`config.mk`:
```
export PLATFORM = sky130hd
export DESIGN_NAME = tat_auto_off
export DESIGN_NICKNAME = d
export VERILOG_FILES = /design/src/tat_pkg.sv /design/src/tat_auto_off.sv
export SDC_FILE = /design/constraint.sdc
export NUM_CORES = 1
export LEC_CHECK = 0
export ABC_AREA = 1
export BUFFER_PORTS_ARGS = -buffer_cell sky130_fd_sc_hd__clkbuf_2
export CAP_MARGIN = 0
export CELL_PAD_IN_SITES_DETAIL_PLACEMENT = 1
export CELL_PAD_IN_SITES_GLOBAL_PLACEMENT = 1
export CORE_ASPECT_RATIO = 0.7
export CORE_UTILIZATION = 30
export CTS_CLUSTER_SIZE = 28
export DETAILED_ROUTE_END_ITERATION = 6
export GPL_ROUTABILITY_DRIVEN = 0
export PLACE_DENSITY = 0.65
export REMOVE_ABC_BUFFERS = 1
export SLEW_MARGIN = 20
export SYNTH_ARGS = -nofsm -noshare
export SYNTH_HDL_FRONTEND = slang
export SYNTH_SLANG_ARGS = --single-unit
```
`constraint.sdc`:
```
create_clock -name sys_clk -period 2.9 [get_ports sys_clk]
set_clock_uncertainty 0.2 [all_clocks]
set_input_delay 0.725 -clock sys_clk [delete_from_list [all_inputs] [get_ports sys_clk]]
set_output_delay 0.725 -clock sys_clk [all_outputs]
set_load 0.005 [all_outputs]
```
`src/tat_pkg.sv`:
```
// Constants and types for the touch toggle auto-off timer
package tat_pkg;
	// Register byte offsets
	localparam logic [4:0] ADDR_CTRL = 5'h00;
	localparam logic [4:0] ADDR_RATIO = 5'h04;
	localparam logic [4:0] ADDR_STRAP = 5'h08;
	localparam logic [4:0] ADDR_STATUS = 5'h0c;
	localparam logic [4:0] ADDR_REMAIN = 5'h10;
	// Field positions
	localparam int CTRL_POL_LOW_BIT = 0;
	localparam int STAT_OUT_ON_BIT = 0;
	localparam int STAT_VALID_BIT = 1;
	localparam int STAT_X24_BIT = 2;
	localparam int STAT_INF_BIT = 3;
	localparam int STAT_STATE_LSB = 4;
	// Reset values
	localparam logic CTRL_RESET = 1'b0;
	localparam logic [7:0] RATIO_RESET = 8'h3c;
	localparam logic [1:0] STRAP_RESET = 2'h0;
	// Delay select strap codes
	localparam logic [1:0] STRAP_VSS = 2'h0;
	localparam logic [1:0] STRAP_VDD = 2'h1;
	localparam logic [1:0] STRAP_OUT = 2'h2;
	localparam logic [1:0] STRAP_RC = 2'h3;
	// Timing
	localparam int CLK_HZ = 50000000;
	localparam int CYC_PER_MS = CLK_HZ / 1000;
	localparam int SETTLE_MS = 250;
	localparam int RECAL_MS = 200;
	localparam int SUSTAIN_MS = 65;
	localparam int CANCEL_MS = 250;
	localparam int LONG_MS = (SUSTAIN_MS + CANCEL_MS) / 2;
	localparam int UNIT_S = 15;
	localparam int UNIT_MS = UNIT_S * 1000;
	// Delay ratio window and presets, in units of UNIT_S
	localparam logic [7:0] RATIO_MIN = 8'h04;
	localparam logic [7:0] RATIO_MAX = 8'hf0;
	localparam logic [7:0] PRESET_15_UNITS = 8'(15 * 60 / UNIT_S);
	localparam logic [7:0] PRESET_60_UNITS = 8'(60 * 60 / UNIT_S);
	localparam logic [4:0] MULT_HI = 5'h18;
	typedef enum logic [3:0] {
		ST_SETTLE = 4'h1,
		ST_RECAL = 4'h2,
		ST_RUN = 4'h4,
		ST_OVR = 4'h8
	} tat_state_e;
endpackage

```
`src/tat_auto_off.sv`:
```
// Auto-off timer, override decoding and power-on sequencing
//
// Our own choices: the register offsets and the Avalon-MM register port.
`timescale 1ns/1ns
module tat_auto_off #(
	parameter int CYC_PER_MS = tat_pkg::CYC_PER_MS,
	parameter int UNIT_MS = tat_pkg::UNIT_MS
) (
	input wire logic sys_clk,
	input wire logic rst_b,
	input wire logic [4:0] avs_address,
	input wire logic avs_read,
	input wire logic avs_write,
	input wire logic [31:0] avs_writedata,
	output logic [31:0] avs_readdata,
	output logic avs_waitrequest,
	input wire logic multiplier_level,
	input wire logic touch_det,
	output logic out_pin,
	output logic out_valid,
	output logic burst_en
);
	tat_pkg::tat_state_e state_r;
	logic lvl_m_r, lvl_s_r;
	logic x24_r, x24_taken_r;
	logic pol_low_r;
	logic [7:0] ratio_r;
	logic [1:0] strap_r;
	logic [15:0] div_r;
	logic ms_tick_r;
	logic [8:0] phase_r;
	logic [13:0] unit_cnt_r;
	logic [12:0] remain_r;
	logic out_on_r;
	logic wait_r;
	logic [31:0] rdata_r;
	logic out_pin_r, valid_r, burst_r;
	logic inf;
	logic [7:0] base;
	logic [12:0] load;
	logic unit_evt, ovr_seen, ovr_long, lvl_back, touch_ok;

	// Level from the host crosses into this clock through two flops
	always_ff @(posedge sys_clk) begin
		lvl_m_r <= multiplier_level;
		lvl_s_r <= lvl_m_r;
	end

	always_ff @(posedge sys_clk) begin
		if (!rst_b) begin
			div_r <= 16'h0000;
			ms_tick_r <= 1'b0;
		end else if (div_r == 16'(CYC_PER_MS - 1)) begin
			div_r <= 16'h0000;
			ms_tick_r <= 1'b1;
		end else begin
			div_r <= div_r + 16'h0001;
			ms_tick_r <= 1'b0;
		end
	end

	// Taken once, at the first millisecond tick after release so the synchroniser is full
	always_ff @(posedge sys_clk) begin
		if (!rst_b) begin
			x24_r <= 1'b0;
			x24_taken_r <= 1'b0;
		end else if (!x24_taken_r && ms_tick_r) begin
			x24_r <= lvl_s_r;
			x24_taken_r <= 1'b1;
		end
	end

	// Delay selection
	always_comb begin
		inf = 1'b0;
		base = tat_pkg::PRESET_60_UNITS;
		case (strap_r)
		tat_pkg::STRAP_VSS: begin
			inf = !pol_low_r;
			base = tat_pkg::PRESET_15_UNITS;
		end
		tat_pkg::STRAP_VDD: begin
			inf = pol_low_r;
			base = tat_pkg::PRESET_15_UNITS;
		end
		tat_pkg::STRAP_OUT: begin
			base = tat_pkg::PRESET_60_UNITS;
		end
		default: begin
			if (ratio_r < tat_pkg::RATIO_MIN) begin
				base = tat_pkg::PRESET_60_UNITS;
			end else if (ratio_r > tat_pkg::RATIO_MAX) begin
				inf = 1'b1;
			end else begin
				base = ratio_r;
			end
		end
		endcase
	end
	// Widen before the product so a long preset times 24 is not cut to 8 bits
	assign load = x24_r ? 13'(base) * 13'(tat_pkg::MULT_HI) : {5'h00, base};

	assign unit_evt = ms_tick_r && unit_cnt_r == 14'(UNIT_MS - 1);
	assign ovr_seen = ms_tick_r && lvl_s_r != x24_r;
	assign ovr_long = phase_r >= 9'(tat_pkg::LONG_MS);
	assign lvl_back = ms_tick_r && lvl_s_r == x24_r;
	assign touch_ok = state_r == tat_pkg::ST_RUN && touch_det;

	always_ff @(posedge sys_clk) begin
		if (!rst_b) begin
			state_r <= tat_pkg::ST_SETTLE;
			phase_r <= 9'h000;
		end else begin
			case (state_r)
			tat_pkg::ST_SETTLE: begin
				if (ms_tick_r && phase_r == 9'(tat_pkg::SETTLE_MS - 1)) begin
					state_r <= tat_pkg::ST_RECAL;
					phase_r <= 9'h000;
				end else if (ms_tick_r) begin
					phase_r <= phase_r + 9'h001;
				end
			end
			tat_pkg::ST_RECAL: begin
				if (ms_tick_r && phase_r == 9'(tat_pkg::RECAL_MS - 1)) begin
					state_r <= tat_pkg::ST_RUN;
					phase_r <= 9'h000;
				end else if (ms_tick_r) begin
					phase_r <= phase_r + 9'h001;
				end
			end
			tat_pkg::ST_RUN: begin
				if (ovr_seen) begin
					state_r <= tat_pkg::ST_OVR;
					phase_r <= 9'h001;
				end
			end
			default: begin
				if (lvl_back) begin
					state_r <= tat_pkg::ST_RECAL;
					phase_r <= 9'h000;
				end else if (ms_tick_r && phase_r != 9'h1ff) begin
					phase_r <= phase_r + 9'h001;
				end
			end
			endcase
		end
	end

	// Toggle, auto-off countdown, sustain and cancel
	always_ff @(posedge sys_clk) begin
		if (!rst_b) begin
			out_on_r <= 1'b0;
			remain_r <= 13'h0000;
			unit_cnt_r <= 14'h0000;
		end else if (state_r == tat_pkg::ST_OVR && ovr_long) begin
			out_on_r <= 1'b0;
			remain_r <= 13'h0000;
			unit_cnt_r <= 14'h0000;
		end else if (state_r == tat_pkg::ST_OVR && lvl_back) begin
			if (out_on_r && !inf) begin
				remain_r <= load;
				unit_cnt_r <= 14'h0000;
			end
		end else if (touch_ok) begin
			out_on_r <= !out_on_r;
			remain_r <= (!out_on_r && !inf) ? load : 13'h0000;
			unit_cnt_r <= 14'h0000;
		end else if (state_r == tat_pkg::ST_RUN && out_on_r && !inf) begin
			if (unit_evt && remain_r <= 13'h0001) begin
				out_on_r <= 1'b0;
				remain_r <= 13'h0000;
				unit_cnt_r <= 14'h0000;
			end else if (unit_evt) begin
				remain_r <= remain_r - 13'h0001;
				unit_cnt_r <= 14'h0000;
			end else if (ms_tick_r) begin
				unit_cnt_r <= unit_cnt_r + 14'h0001;
			end
		end
	end

	// Pin stays at its inactive level while output is not yet valid
	always_ff @(posedge sys_clk) begin
		if (!rst_b) begin
			out_pin_r <= 1'b0;
			valid_r <= 1'b0;
			burst_r <= 1'b0;
		end else begin
			out_pin_r <= out_on_r ^ pol_low_r;
			valid_r <= state_r != tat_pkg::ST_SETTLE;
			burst_r <= state_r != tat_pkg::ST_OVR;
		end
	end

	// Avalon slave: one wait cycle, then answer
	always_ff @(posedge sys_clk) begin
		if (!rst_b) begin
			wait_r <= 1'b1;
			rdata_r <= 32'h00000000;
		end else if ((avs_read || avs_write) && wait_r) begin
			wait_r <= 1'b0;
			rdata_r <= 32'h00000000;
			if (avs_address == tat_pkg::ADDR_CTRL) begin
				rdata_r[tat_pkg::CTRL_POL_LOW_BIT] <= pol_low_r;
			end else if (avs_address == tat_pkg::ADDR_RATIO) begin
				rdata_r[7:0] <= ratio_r;
			end else if (avs_address == tat_pkg::ADDR_STRAP) begin
				rdata_r[1:0] <= strap_r;
			end else if (avs_address == tat_pkg::ADDR_STATUS) begin
				rdata_r[tat_pkg::STAT_OUT_ON_BIT] <= out_on_r;
				rdata_r[tat_pkg::STAT_VALID_BIT] <= valid_r;
				rdata_r[tat_pkg::STAT_X24_BIT] <= x24_r;
				rdata_r[tat_pkg::STAT_INF_BIT] <= inf;
				rdata_r[tat_pkg::STAT_STATE_LSB +: 4] <= state_r;
			end else if (avs_address == tat_pkg::ADDR_REMAIN) begin
				rdata_r[12:0] <= remain_r;
			end
		end else begin
			wait_r <= 1'b1;
		end
	end
	always_ff @(posedge sys_clk) begin
		if (!rst_b) begin
			pol_low_r <= tat_pkg::CTRL_RESET;
			ratio_r <= tat_pkg::RATIO_RESET;
			strap_r <= tat_pkg::STRAP_RESET;
		end else if (avs_write && !wait_r) begin
			if (avs_address == tat_pkg::ADDR_CTRL) begin
				pol_low_r <= avs_writedata[tat_pkg::CTRL_POL_LOW_BIT];
			end else if (avs_address == tat_pkg::ADDR_RATIO) begin
				ratio_r <= avs_writedata[7:0];
			end else if (avs_address == tat_pkg::ADDR_STRAP) begin
				strap_r <= avs_writedata[1:0];
			end
		end
	end
	assign avs_readdata = rdata_r;
	assign avs_waitrequest = wait_r;
	assign out_pin = out_pin_r;
	assign out_valid = valid_r;
	assign burst_en = burst_r;
endmodule

```
==> out/qor.csv, run 1 <==
stage,metric,value,unit
power,max-vdd-ir-drop,0.000356,V
routing,totalWireLength,18.6,mm
finish,final_cells,1250,
global_route,antenna_found_initial,0,
routing,wl_per_cell,14.9,um
clock_network,cts_max_path_buffers,2,
finish,antenna_cells,0,
placed_design,portBuffers,35,
logic_synthesis,synth_compound_area_share,11.6,%
global_route,grt_pass1_vias,5655,
sta,period_share,89.3,%
logic_synthesis,ys_warn_count,0,
floorplanning,rows,43,
routing,first_pass_iters,5,
logic_synthesis,synth_top_family_by_area,simple AND/OR/NAND/NOR gates,
worst_hold_path,holdCritPathClass,flip-flop to flip-flop,
finish,drive_gt1_share,13.1,%
global_route,grt_use_total,18.9,%
sta,drv_slew,0,
placed_design,dp_cells,1236,
finish,stdcell_area,6750,um^2
finish,syn_to_final_growth,11.6,%
placed_design,hpwl,14.2,mm
floorplanning,ios,79,
floorplanning,start_util,30.5,%
routing,drc,0,
logic_synthesis,synth_cells,941,
sta,fin_ws,309,ps
floorplanning,design.core.area,19800,um^2
global_route,grt_overflow,0,
power,powerDensity,558,nW/um^2
sta,finalHoldViolations,0,
floorplanning,die-area,20700,um^2
routing,ant_nets,0,
sta,period_minus_slack,2590,ps
critical_path,critPathKind,flip-flop to flip-flop,
logic_synthesis,muxShareOfSynthArea,0,%
critical_path,worstRegToRegCells,13,
worst_hold_path,min_path_cells,0,
clock_network,cts-root-buf,clkbuf_16,
logic_synthesis,synthAdderAreaFrac,3.43,%
job,maxCapViolCount,0,
sta,final-setup-viol-count,0,
critical_path,cp-end-kind,flip-flop,
routing,num_vias,5925,
critical_path,arrival,2640,ps
logic_synthesis,postSynthAreaPerCell,6.43,um^2
critical_path,start_kind,flip-flop,
finish,layout.nets,1036,
clock_network,clock-sinks,90,
logic_synthesis,synth_edf_count,0,
global_route,grt_pass1_wl,30.3,mm
clock_network,cts_tree,done,
logic_synthesis,synth_simple_gate_area_share,40.4,%
placed_design,post-place-ws,198,ps
outcome,outcome,"complete, no violations",
routing,vias_per_cell,4.74,
placed_design,place_area,6470,um^2
clock_network,insertion_delay,350,ps
sta,tightestPinTransition,597,ps
floorplanning,die-height,121,um
sta,timing.hold.ws,147,ps
logic_synthesis,synth-xor-area-share,3.19,%
logic_synthesis,mappedNetlistArea,6050,um^2
power,p_leak,2.98,nW
critical_path,cp_max_fo,5,
floorplanning,die_x,172,um
sta,setup_tns,0,ps
logic_synthesis,ys.flop_type,dfxtp_1,
logic_synthesis,ys_seq_area_share,29.8,%
finish,final_core_util,34.1,%
critical_path,cp_data_required_time,2950,ps
logic_synthesis,ys_types,45,
global_route,grt_start_max_net_pins,31,
sta,max_freq,386,MHz
logic_synthesis,async_reset_ff_share,0,%
clock_network,cts_setup_buffers,0,
clock_network,h-tree-depth,3,
logic_synthesis,ys_seq_elements,90,
clock_network,clkSlewWorstSetupHoldPaths,60,ps
clock_network,numCtsBuffers,9,
power,power.total,3.77,mW
sta,slew_headroom,60.1,%
sta,rsz0062_at_grt,no,
routing,drtIter0Drc,381,
## flip-flops by register name (all words and copies together) (netlist names)
register / cells
x24_r: 1
strap_r: 2
ratio_r: 8
state_r: 4
ms_tick_r: 1
avs_waitrequest: 1
lvl_s_r: 1
div_r: 16
out_valid: 1
unit_cnt_r: 14
out_pin: 1
x24_taken_r: 1
remain_r: 13
avs_readdata: 13
phase_r: 9
pol_low_r: 1
burst_en: 1
out_on_r: 1
lvl_m_r: 1
## cells in the final DEF (no fill, tap or decap), drive strengths merged, types with 3 or more instances in the layout
| cell type | instances |
|---|---|
| a21oi | 54 |
| xor2 | 16 |
| nor3 | 12 |
| conb | 19 |
| nand4 | 28 |
| a31oi | 3 |
| clkbuf | 46 |
| o211ai | 8 |
| dfxtp | 90 |
| xnor2 | 6 |
| or2 | 13 |
| o22ai | 4 |
| ha | 15 |
| nand3 | 77 |
| nor2 | 164 |
| nand2 | 237 |
| inv | 108 |
| o21ai | 52 |
| buf | 16 |
## final timing paths
path	endpoint	from	slack, ps
min	lvl_s_r	lvl_m_r	150
max reg2reg	remain_r[5]	ratio_r[3]	310
max	remain_r[5]	ratio_r[3]	310
min reg2reg	lvl_s_r	lvl_m_r	150
## power breakdown
group,total (mW),switching (mW),internal [mW]
Sequential,1.51,0.159,1.35
Clock,1.14,0.521,0.622
Combinational,1.11,0.758,0.356
## critical path, cell delays in order (launching register included)
cell	delay, ps
dfxtp_1	410
nor2_2	70
nand4_1	140
nand2_1	70
inv_1	130
nand2_1	90
inv_1	80
ha_1	230
fa_2	460
or2_2	310
nand3_1	80
nand2_1	70
nor2_1	90
nor2_1	50
## per-layer routing
layer | wire [um] | GRT usage (%) | part of all wire [%]
met1 | 10500 | 29.1 | 56
met5 | 0 | 0 | 0
met3 | 546 | 3.18 | 2.9
met2 | 7410 | 26.8 | 40
met4 | 154 | 3.96 | 0.83
## cells in the mapped netlist (10+ instances only)
master    number  area share [%]
o21ai_1       10            0.83
a21oi_1       44             3.6
nand3_1       73             6.0
o21ai_0       42             3.5
nand2_1      218              14
nor3_1        12            0.99
nand2_2       16             1.7
dfxtp_1       90              30
xor2_1        16             2.3
a21oi_2       10             1.4
clkbuf_1      12            0.74
buf_4         20             2.5
nand4_1       27             2.8
nor2_1       152             9.4
inv_1        102             6.3
ha_1          15             3.1
## cell families after synthesis
group | count (synthesis)
flip-flops | 90
buffers and inverters | 151
XOR/XNOR | 22
adder cells (fa/ha/maj) | 16
AO/OA/AOI/OAI | 124
other | 1
AND/OR/NAND/NOR | 537
## final cells by class
class,count,area [um^2]
timing repair buffer,51,308
clock inverter,3,23.8
tap,270,338
fill,2653,13000
sequential,90,1800
inverter,107,402
multi-input combinational,718,3620
clock buffer,11,253
## what timing repair did
item / in CTS / in global routing
resized for setup: 0 / 4
hold buffers: 0 / 0
setup endpoints to repair: 0 / 3
Power figures use the tool's default switching activity.
==> run 2: changes to the inputs <==
Settings changed: REMOVE_ABC_BUFFERS 1 to not set.
==> out/qor.csv, run 2 (synthesized netlist as in run 1, its figures left out) <==
stage,metric,value,unit,change
outcome,outcome,"complete, no violations",,
routing,ant_nets,0,,unchanged
clock_network,cts_tree,done,,
floorplanning,start_util,30.5,%,unchanged
sta,final-setup-viol-count,0,,unchanged
global_route,grt_overflow,0,,unchanged
routing,num_vias,5914,,-0.19%
clock_network,cts_max_path_buffers,2,,unchanged
floorplanning,die_x,172,um,unchanged
finish,layout.nets,1038,,+0.19%
critical_path,cp_data_required_time,3000,ps,+50 ps
global_route,grt_start_max_net_pins,24,,-23%
power,intPower,2.39,mW,+2.4%
floorplanning,design.core.area,19800,um^2,unchanged
power,powerDensity,570,nW/um^2,+2.1%
power,p_switching,1.47,mW,+2.4%
critical_path,crit_slowest_cell,o21ai_0,,
finish,reg_top3,"div_r x16, unit_cnt_r x14",,
power,combPwrFrac,29.1,%,-0.5 points
power,p_clk_share,31.9,%,+1.6 points
job,maxCapViolCount,0,,unchanged
placed_design,place_area,6470,um^2,about the same
global_route,grt_use_total,19.1,%,+0.27 points
routing,vias_per_cell,4.72,,-0.50%
finish,largest_register_ffs,16,,unchanged
routing,wl_per_cell,14.8,um,-0.59%
power,max-vdd-ir-drop,0.000349,V,-1.8%
sta,slew_headroom,52.2,%,-7.9 points
sta,period_minus_slack,2650,ps,+57.1 ps
clock_network,clock-sinks,90,,unchanged
routing,totalWireLength,18.5,mm,-0.27%
clock_network,insertion_delay,370,ps,+20 ps
clock_network,clkSlewWorstSetupHoldPaths,70,ps,about the same
floorplanning,die-area,20700,um^2,unchanged
finish,final_cell_mix,"nand2_1 (218), nor2_1 (151), inv_1 (102), dfxtp_1 (90), nand3_1 (73)",,
critical_path,cp_num_buf_inv,1,,-1
finish,regMostFlops,div_r,,
finish,drive_gt1_share,13.1,%,+0.049 points
floorplanning,rows,43,,unchanged
critical_path,critPathKind,flip-flop to flip-flop,,
sta,max_freq,378,MHz,-2.2%
critical_path,start_kind,flip-flop,,
critical_path,cp-end-kind,flip-flop,,
clock_network,numCtsBuffers,9,,unchanged
sta,period_share,91.3,%,+2.0 points
floorplanning,die-height,121,um,unchanged
finish,final_common_cell,nand2_1,,
sta,rsz0062_at_grt,no,,
global_route,antenna_found_initial,0,,unchanged
power,pwr-share-seq,39.0,%,-1.1 points
floorplanning,ios,79,,unchanged
routing,first_pass_iters,4,,-1
clock_network,cts_setup_buffers,0,,unchanged
clock_network,h-tree-depth,3,,unchanged
global_route,grt_pass1_wl,30.8,mm,+1.6%
critical_path,arrival,2750,ps,+110 ps
finish,stdcell_area,6770,um^2,+0.33%
finish,antenna_cells,0,,unchanged
routing,drtIter0Drc,346,,-9.2%
critical_path,crit_top_cell,nand2_1,,
sta,finalHoldViolations,0,,unchanged
power,swShare,38.2,%,about the same
sta,setup_tns,0,ps,unchanged
global_route,grt_pass1_vias,5729,,+1.3%
clock_network,hold_buffers,0,,unchanged
power,p_leak,3.01,nW,+0.70%
critical_path,cpPeakStageDelay,590,ps,+130 ps
sta,drv_slew,0,,unchanged
finish,syn_to_final_growth,12.0,%,
placed_design,hpwl,14.2,mm,about the same
critical_path,cp_max_fo,5,,unchanged
clock_network,cts-root-buf,clkbuf_16,,
sta,tightestPinTransition,709,ps,+112 ps
critical_path,crit_chain,nand2_1 -> o21ai_0 -> ha_1 -> nand2_1 -> nand2_1 -> inv_1 -> nand2_1 -> a21oi_1 -> o21ai_0 -> nand2_1 -> nand2_1 -> nand2_1 -> nor2_1 -> nor2_1,,
power,power.total,3.86,mW,+2.4%
placed_design,portBuffers,35,,unchanged
routing,drc,0,,unchanged
critical_path,cp_top_family,compound AO/OA/AOI/OAI gates,,
worst_hold_path,holdCritPathClass,flip-flop to flip-flop,,
## run 2: changes by cell type in the layout (fill, tap and decap cells not counted), sizes merged
cell | before | now
clkinv | 0 | 2
clkinvlp | 2 | 1
buf | 16 | 18
bufinv | 0 | 1
## run 2: routing by layer
| metal | part of all wire [%] | vias to the layer above | track usage, % | wire length (um) |
|---|---|---|---|---|
| met5 | 0 | - | 0 | 0 |
| met4 | 0.88 | 0 | 4.19 | 163 |
| met3 | 3.6 | 10 | 3.47 | 663 |
| met2 | 39 | 63 | 26.7 | 7260 |
| met1 | 56 | 2776 | 29.7 | 10500 |
| li1 | - | 3065 | - | - |
## run 2: final cells by class
cell class                      instances  area, um^2
Clock inverter                          5        63.8
Clock buffer                           11         233
Inverter                              107         402
Timing Repair Buffer                   53         310
Tap cell                              270         338
Sequential cell                        90        1800
Multi-Input combinational cell        718        3620
Fill cell                            2645       13000
## run 2: worst paths after layout
path,startpoint,end,slack [ps],depth (start not counted)
hold / removal,lvl_m_r,lvl_s_r,140,0
setup / recovery,strap_r[0],remain_r[7],250,14
hold reg to reg,lvl_m_r,lvl_s_r,140,0
setup reg to reg,strap_r[0],remain_r[7],250,14
## run 2: repair_timing
item                                    4_1_cts  5_1_grt
gates resized for setup                       0        3
hold endpoints to repair                      0        0
endpoints found under the setup margin        0        2
## run 2: power groups by stage
| stage | clock network [mW] | registers [mW] | logic, mW |
|---|---|---|---|
| floorplan | 0 | 1.50 | 0.886 |
| global placement | 0 | 1.53 | 1.11 |
| detailed placement | 0 | 1.54 | 1.12 |
| CTS | 1.26 | 1.51 | 1.13 |
| global route | 1.30 | 1.52 | 1.28 |
| finish | 1.23 | 1.51 | 1.12 |
## run 2: stage by stage
step,worst slack [ps],hold WS (ps),utilization [%],instances
floorplan,599,110,-,959
global placement,225,115,32.7,1238
detailed placement,193,121,32.7,1238
CTS,165,138,34.2,1254
global route,7.67,160,34.2,1254
finish,252,136,34.2,1254
==> run 3: changes to the inputs <==
Settings changed: CTS_BUF_LIST set to sky130_fd_sc_hd__clkbuf_4, PLACE_DENSITY 0.65 to not set, PLACE_DENSITY_LB_ADDON set to 0.1.
Clock period 2.9 ns to 2.2 ns, I/O delays scaled along.
==> out/qor.csv, run 3 (synthesized netlist as in run 1, its figures left out) <==
stage,metric,value,unit,change
outcome,violations,negative setup slack,,
global_route,antenna_found_initial,0,,unchanged
finish,layout.nets,1106,,+6.6%
power,p_leak,3.31,nW,+10%
critical_path,cp-end-kind,flip-flop,,
sta,slew_headroom,63.0,%,+11 points
floorplanning,design.core.area,19800,um^2,unchanged
critical_path,crit_chain,nor2_4 -> nand4_1 -> nand2_1 -> inv_2 -> nand2_2 -> inv_2 -> ha_4 -> fa_2 -> nand4_1 -> nand3_2 -> nand2_1 -> nand2_1 -> nand3_1 -> nand2_1 -> nor2_1 -> nor2_1,,
finish,final_common_cell,nand2_1,,
power,intPower,2.78,mW,+16%
power,max-vdd-ir-drop,0.000480,V,+37%
floorplanning,die-area,20700,um^2,unchanged
routing,vias_per_cell,4.67,,-0.91%
critical_path,cp_max_fo,4,,-1
placed_design,hpwl,15.1,mm,+5.8%
finish,multi_input_area,3990,um^2,+10%
finish,syn_to_final_growth,24.2,%,
sta,fin_ws,-186,ps,-438 ps
power,p_clk_share,22.0,%,-9.9 points
sta,finalHoldViolations,0,,unchanged
routing,wl_per_cell,15.4,um,+4.0%
routing,drc,0,,unchanged
finish,reg_top3,"div_r x16, unit_cnt_r x14",,
floorplanning,die_x,172,um,unchanged
critical_path,crit_slowest_cell,fa_2,,
power,combPwrFrac,36.4,%,+7.3 points
clock_network,h-tree-depth,3,,unchanged
clock_network,clock-sinks,90,,unchanged
finish,layout.area.seq,1820,um^2,+0.76%
critical_path,crit_top_cell,nand2_1,,
sta,setup_tns,-1140,ps,-1140 ps
sta,period_minus_slack,2390,ps,-262 ps
routing,ant_nets,0,,unchanged
global_route,grt_pass1_vias,5947,,+3.8%
clock_network,cts_max_path_buffers,2,,unchanged
clock_network,cts_tree,done,,
power,p_switching,1.98,mW,+35%
job,maxCapViolCount,0,,unchanged
worst_hold_path,holdCritPathClass,primary input to flip-flop,,
clock_network,numCtsBuffers,9,,unchanged
global_route,grt_overflow,0,,unchanged
routing,drtIter0Drc,386,,+12%
sta,tightestPinTransition,555,ps,-154 ps
finish,largest_register_ffs,16,,unchanged
critical_path,cp_data_required_time,2420,ps,-580 ps
sta,max_freq,419,MHz,+11%
global_route,grt_use_total,20.2,%,+1.0 points
critical_path,arrival,2610,ps,-140 ps
finish,final_cell_mix,"nand2_1 (198), nor2_1 (146), inv_1 (98), dfxtp_1 (79), buf_4 (75)",,
finish,regMostFlops,div_r,,
outcome,outcome,"finished, violations left",,
critical_path,cpPeakStageDelay,380,ps,-210 ps
power,powerDensity,634,nW/um^2,+11%
routing,num_vias,6178,,+4.5%
critical_path,start_kind,flip-flop,,
finish,drive_gt1_share,24.7,%,+12 points
sta,drv_slew,0,,unchanged
clock_network,clkSlewWorstSetupHoldPaths,170,ps,+100 ps
finish,nFillCells,2639,,-0.23%
finish,antenna_cells,0,,unchanged
placed_design,dp_cells,1288,,+4.0%
sta,timing.hold.ws,40.4,ps,-95.6 ps
floorplanning,die-height,121,um,unchanged
placed_design,portBuffers,35,,unchanged
sta,final-setup-viol-count,8,,+8
sta,period_share,108,%,+17 points
floorplanning,ios,79,,unchanged
finish,final_cells,1322,,+5.4%
clock_network,insertion_delay,510,ps,+140 ps
routing,first_pass_iters,4,,unchanged
floorplanning,start_util,30.5,%,unchanged
routing,totalWireLength,20.3,mm,+9.7%
floorplanning,rows,43,,unchanged
power,pwr-share-seq,41.6,%,+2.6 points
sta,rsz0062_at_grt,yes,,
global_route,grt_start_max_net_pins,24,,unchanged
clock_network,cts-root-buf,clkbuf_4,,
power,swShare,41.6,%,+3.5 points
critical_path,critPathKind,flip-flop to flip-flop,,
global_route,grt_pass1_wl,32.3,mm,+5.1%
-- run 3: changes by cell type in the layout (fill, tap and decap cells not counted), moves of 5 or more --
cell	previous run	this run
nand3_1	73	68
ha_4	0	7
nand2_4	2	8
nor2_1	151	146
clkbuf_4	0	11
nand2_2	16	28
dfxtp_1	90	79
clkbuf_16	9	0
dfxtp_2	0	11
buf_4	18	75
buf_6	0	5
nand2_1	218	198
nand3_2	1	7
ha_1	15	7
-- run 3: repair_timing --
item,CTS,global route
pin swaps,18,24
setup endpoints to repair,8,36
buffers inserted,7,7
cloned,0,4
endpoints found under the hold margin,1,0
gates resized for setup,35,51
hold buffers,1,0
-- run 3: routing by layer --
metal	vias to the layer above	share of wire [%]	wire (um)	GRT usage, %
li1	3220	-	-	-
met1	2897	58	11800	31.7
met2	50	39	7970	27.9
met3	11	2.2	444	3.40
met4	0	0.73	148	4.07
met5	-	0	0	0
-- run 3: power by group through the flow --
stage | Clock, mW | Combinational (mW) | Sequential, mW
4_1_cts | 1.12 | 1.65 | 1.98
2_1_floorplan | 0 | 1.17 | 1.97
3_5_place_dp | 0 | 1.64 | 2.01
5_1_grt | 1.16 | 1.96 | 2.01
3_3_place_gp | 0 | 1.64 | 2.01
6_report | 1.05 | 1.73 | 1.98
-- run 3: path summary, 6_finish.rpt --
kind / slack (ps) / start / cells past startpoint / to
setup reg to reg: -190 / ratio_r[3] / 16 / remain_r[10]
setup / recovery: -190 / ratio_r[3] / 16 / remain_r[10]
hold / removal: 40 / avs_writedata[5] / 3 / ratio_r[5]
hold reg to reg: 150 / lvl_m_r / 0 / lvl_s_r
-- run 3: cell type report --
type	count	area share [%]
Clock buffer	11	1.10
Clock inverter	5	0.816
Inverter	107	5.35
Multi-Input combinational cell	722	53.1
Sequential cell	90	24.2
Tap cell	270	4.50
Timing Repair Buffer	117	11.0
-- run 3: per-stage QoR --
step / total power, mW / utilization [%] / area [um^2] / worst slack, ps
floorplan: 3.14 / - / 6130 / -5.84
finish: 4.76 / 37.9 / 7510 / -186
global route: 5.13 / 37.9 / 7510 / -403
CTS: 4.75 / 36.3 / 7190 / -221
detailed placement: 3.65 / 34.7 / 6870 / -292
global placement: 3.65 / 34.7 / 6870 / -240
-- run 3: critical path: cells and delay by family (launching register included) --
family,cells,cell delay (ps)
adders and majority gates,2,540
and+or+nand+nor,12,1070
DFF,1,370
buffers and inverters,2,110
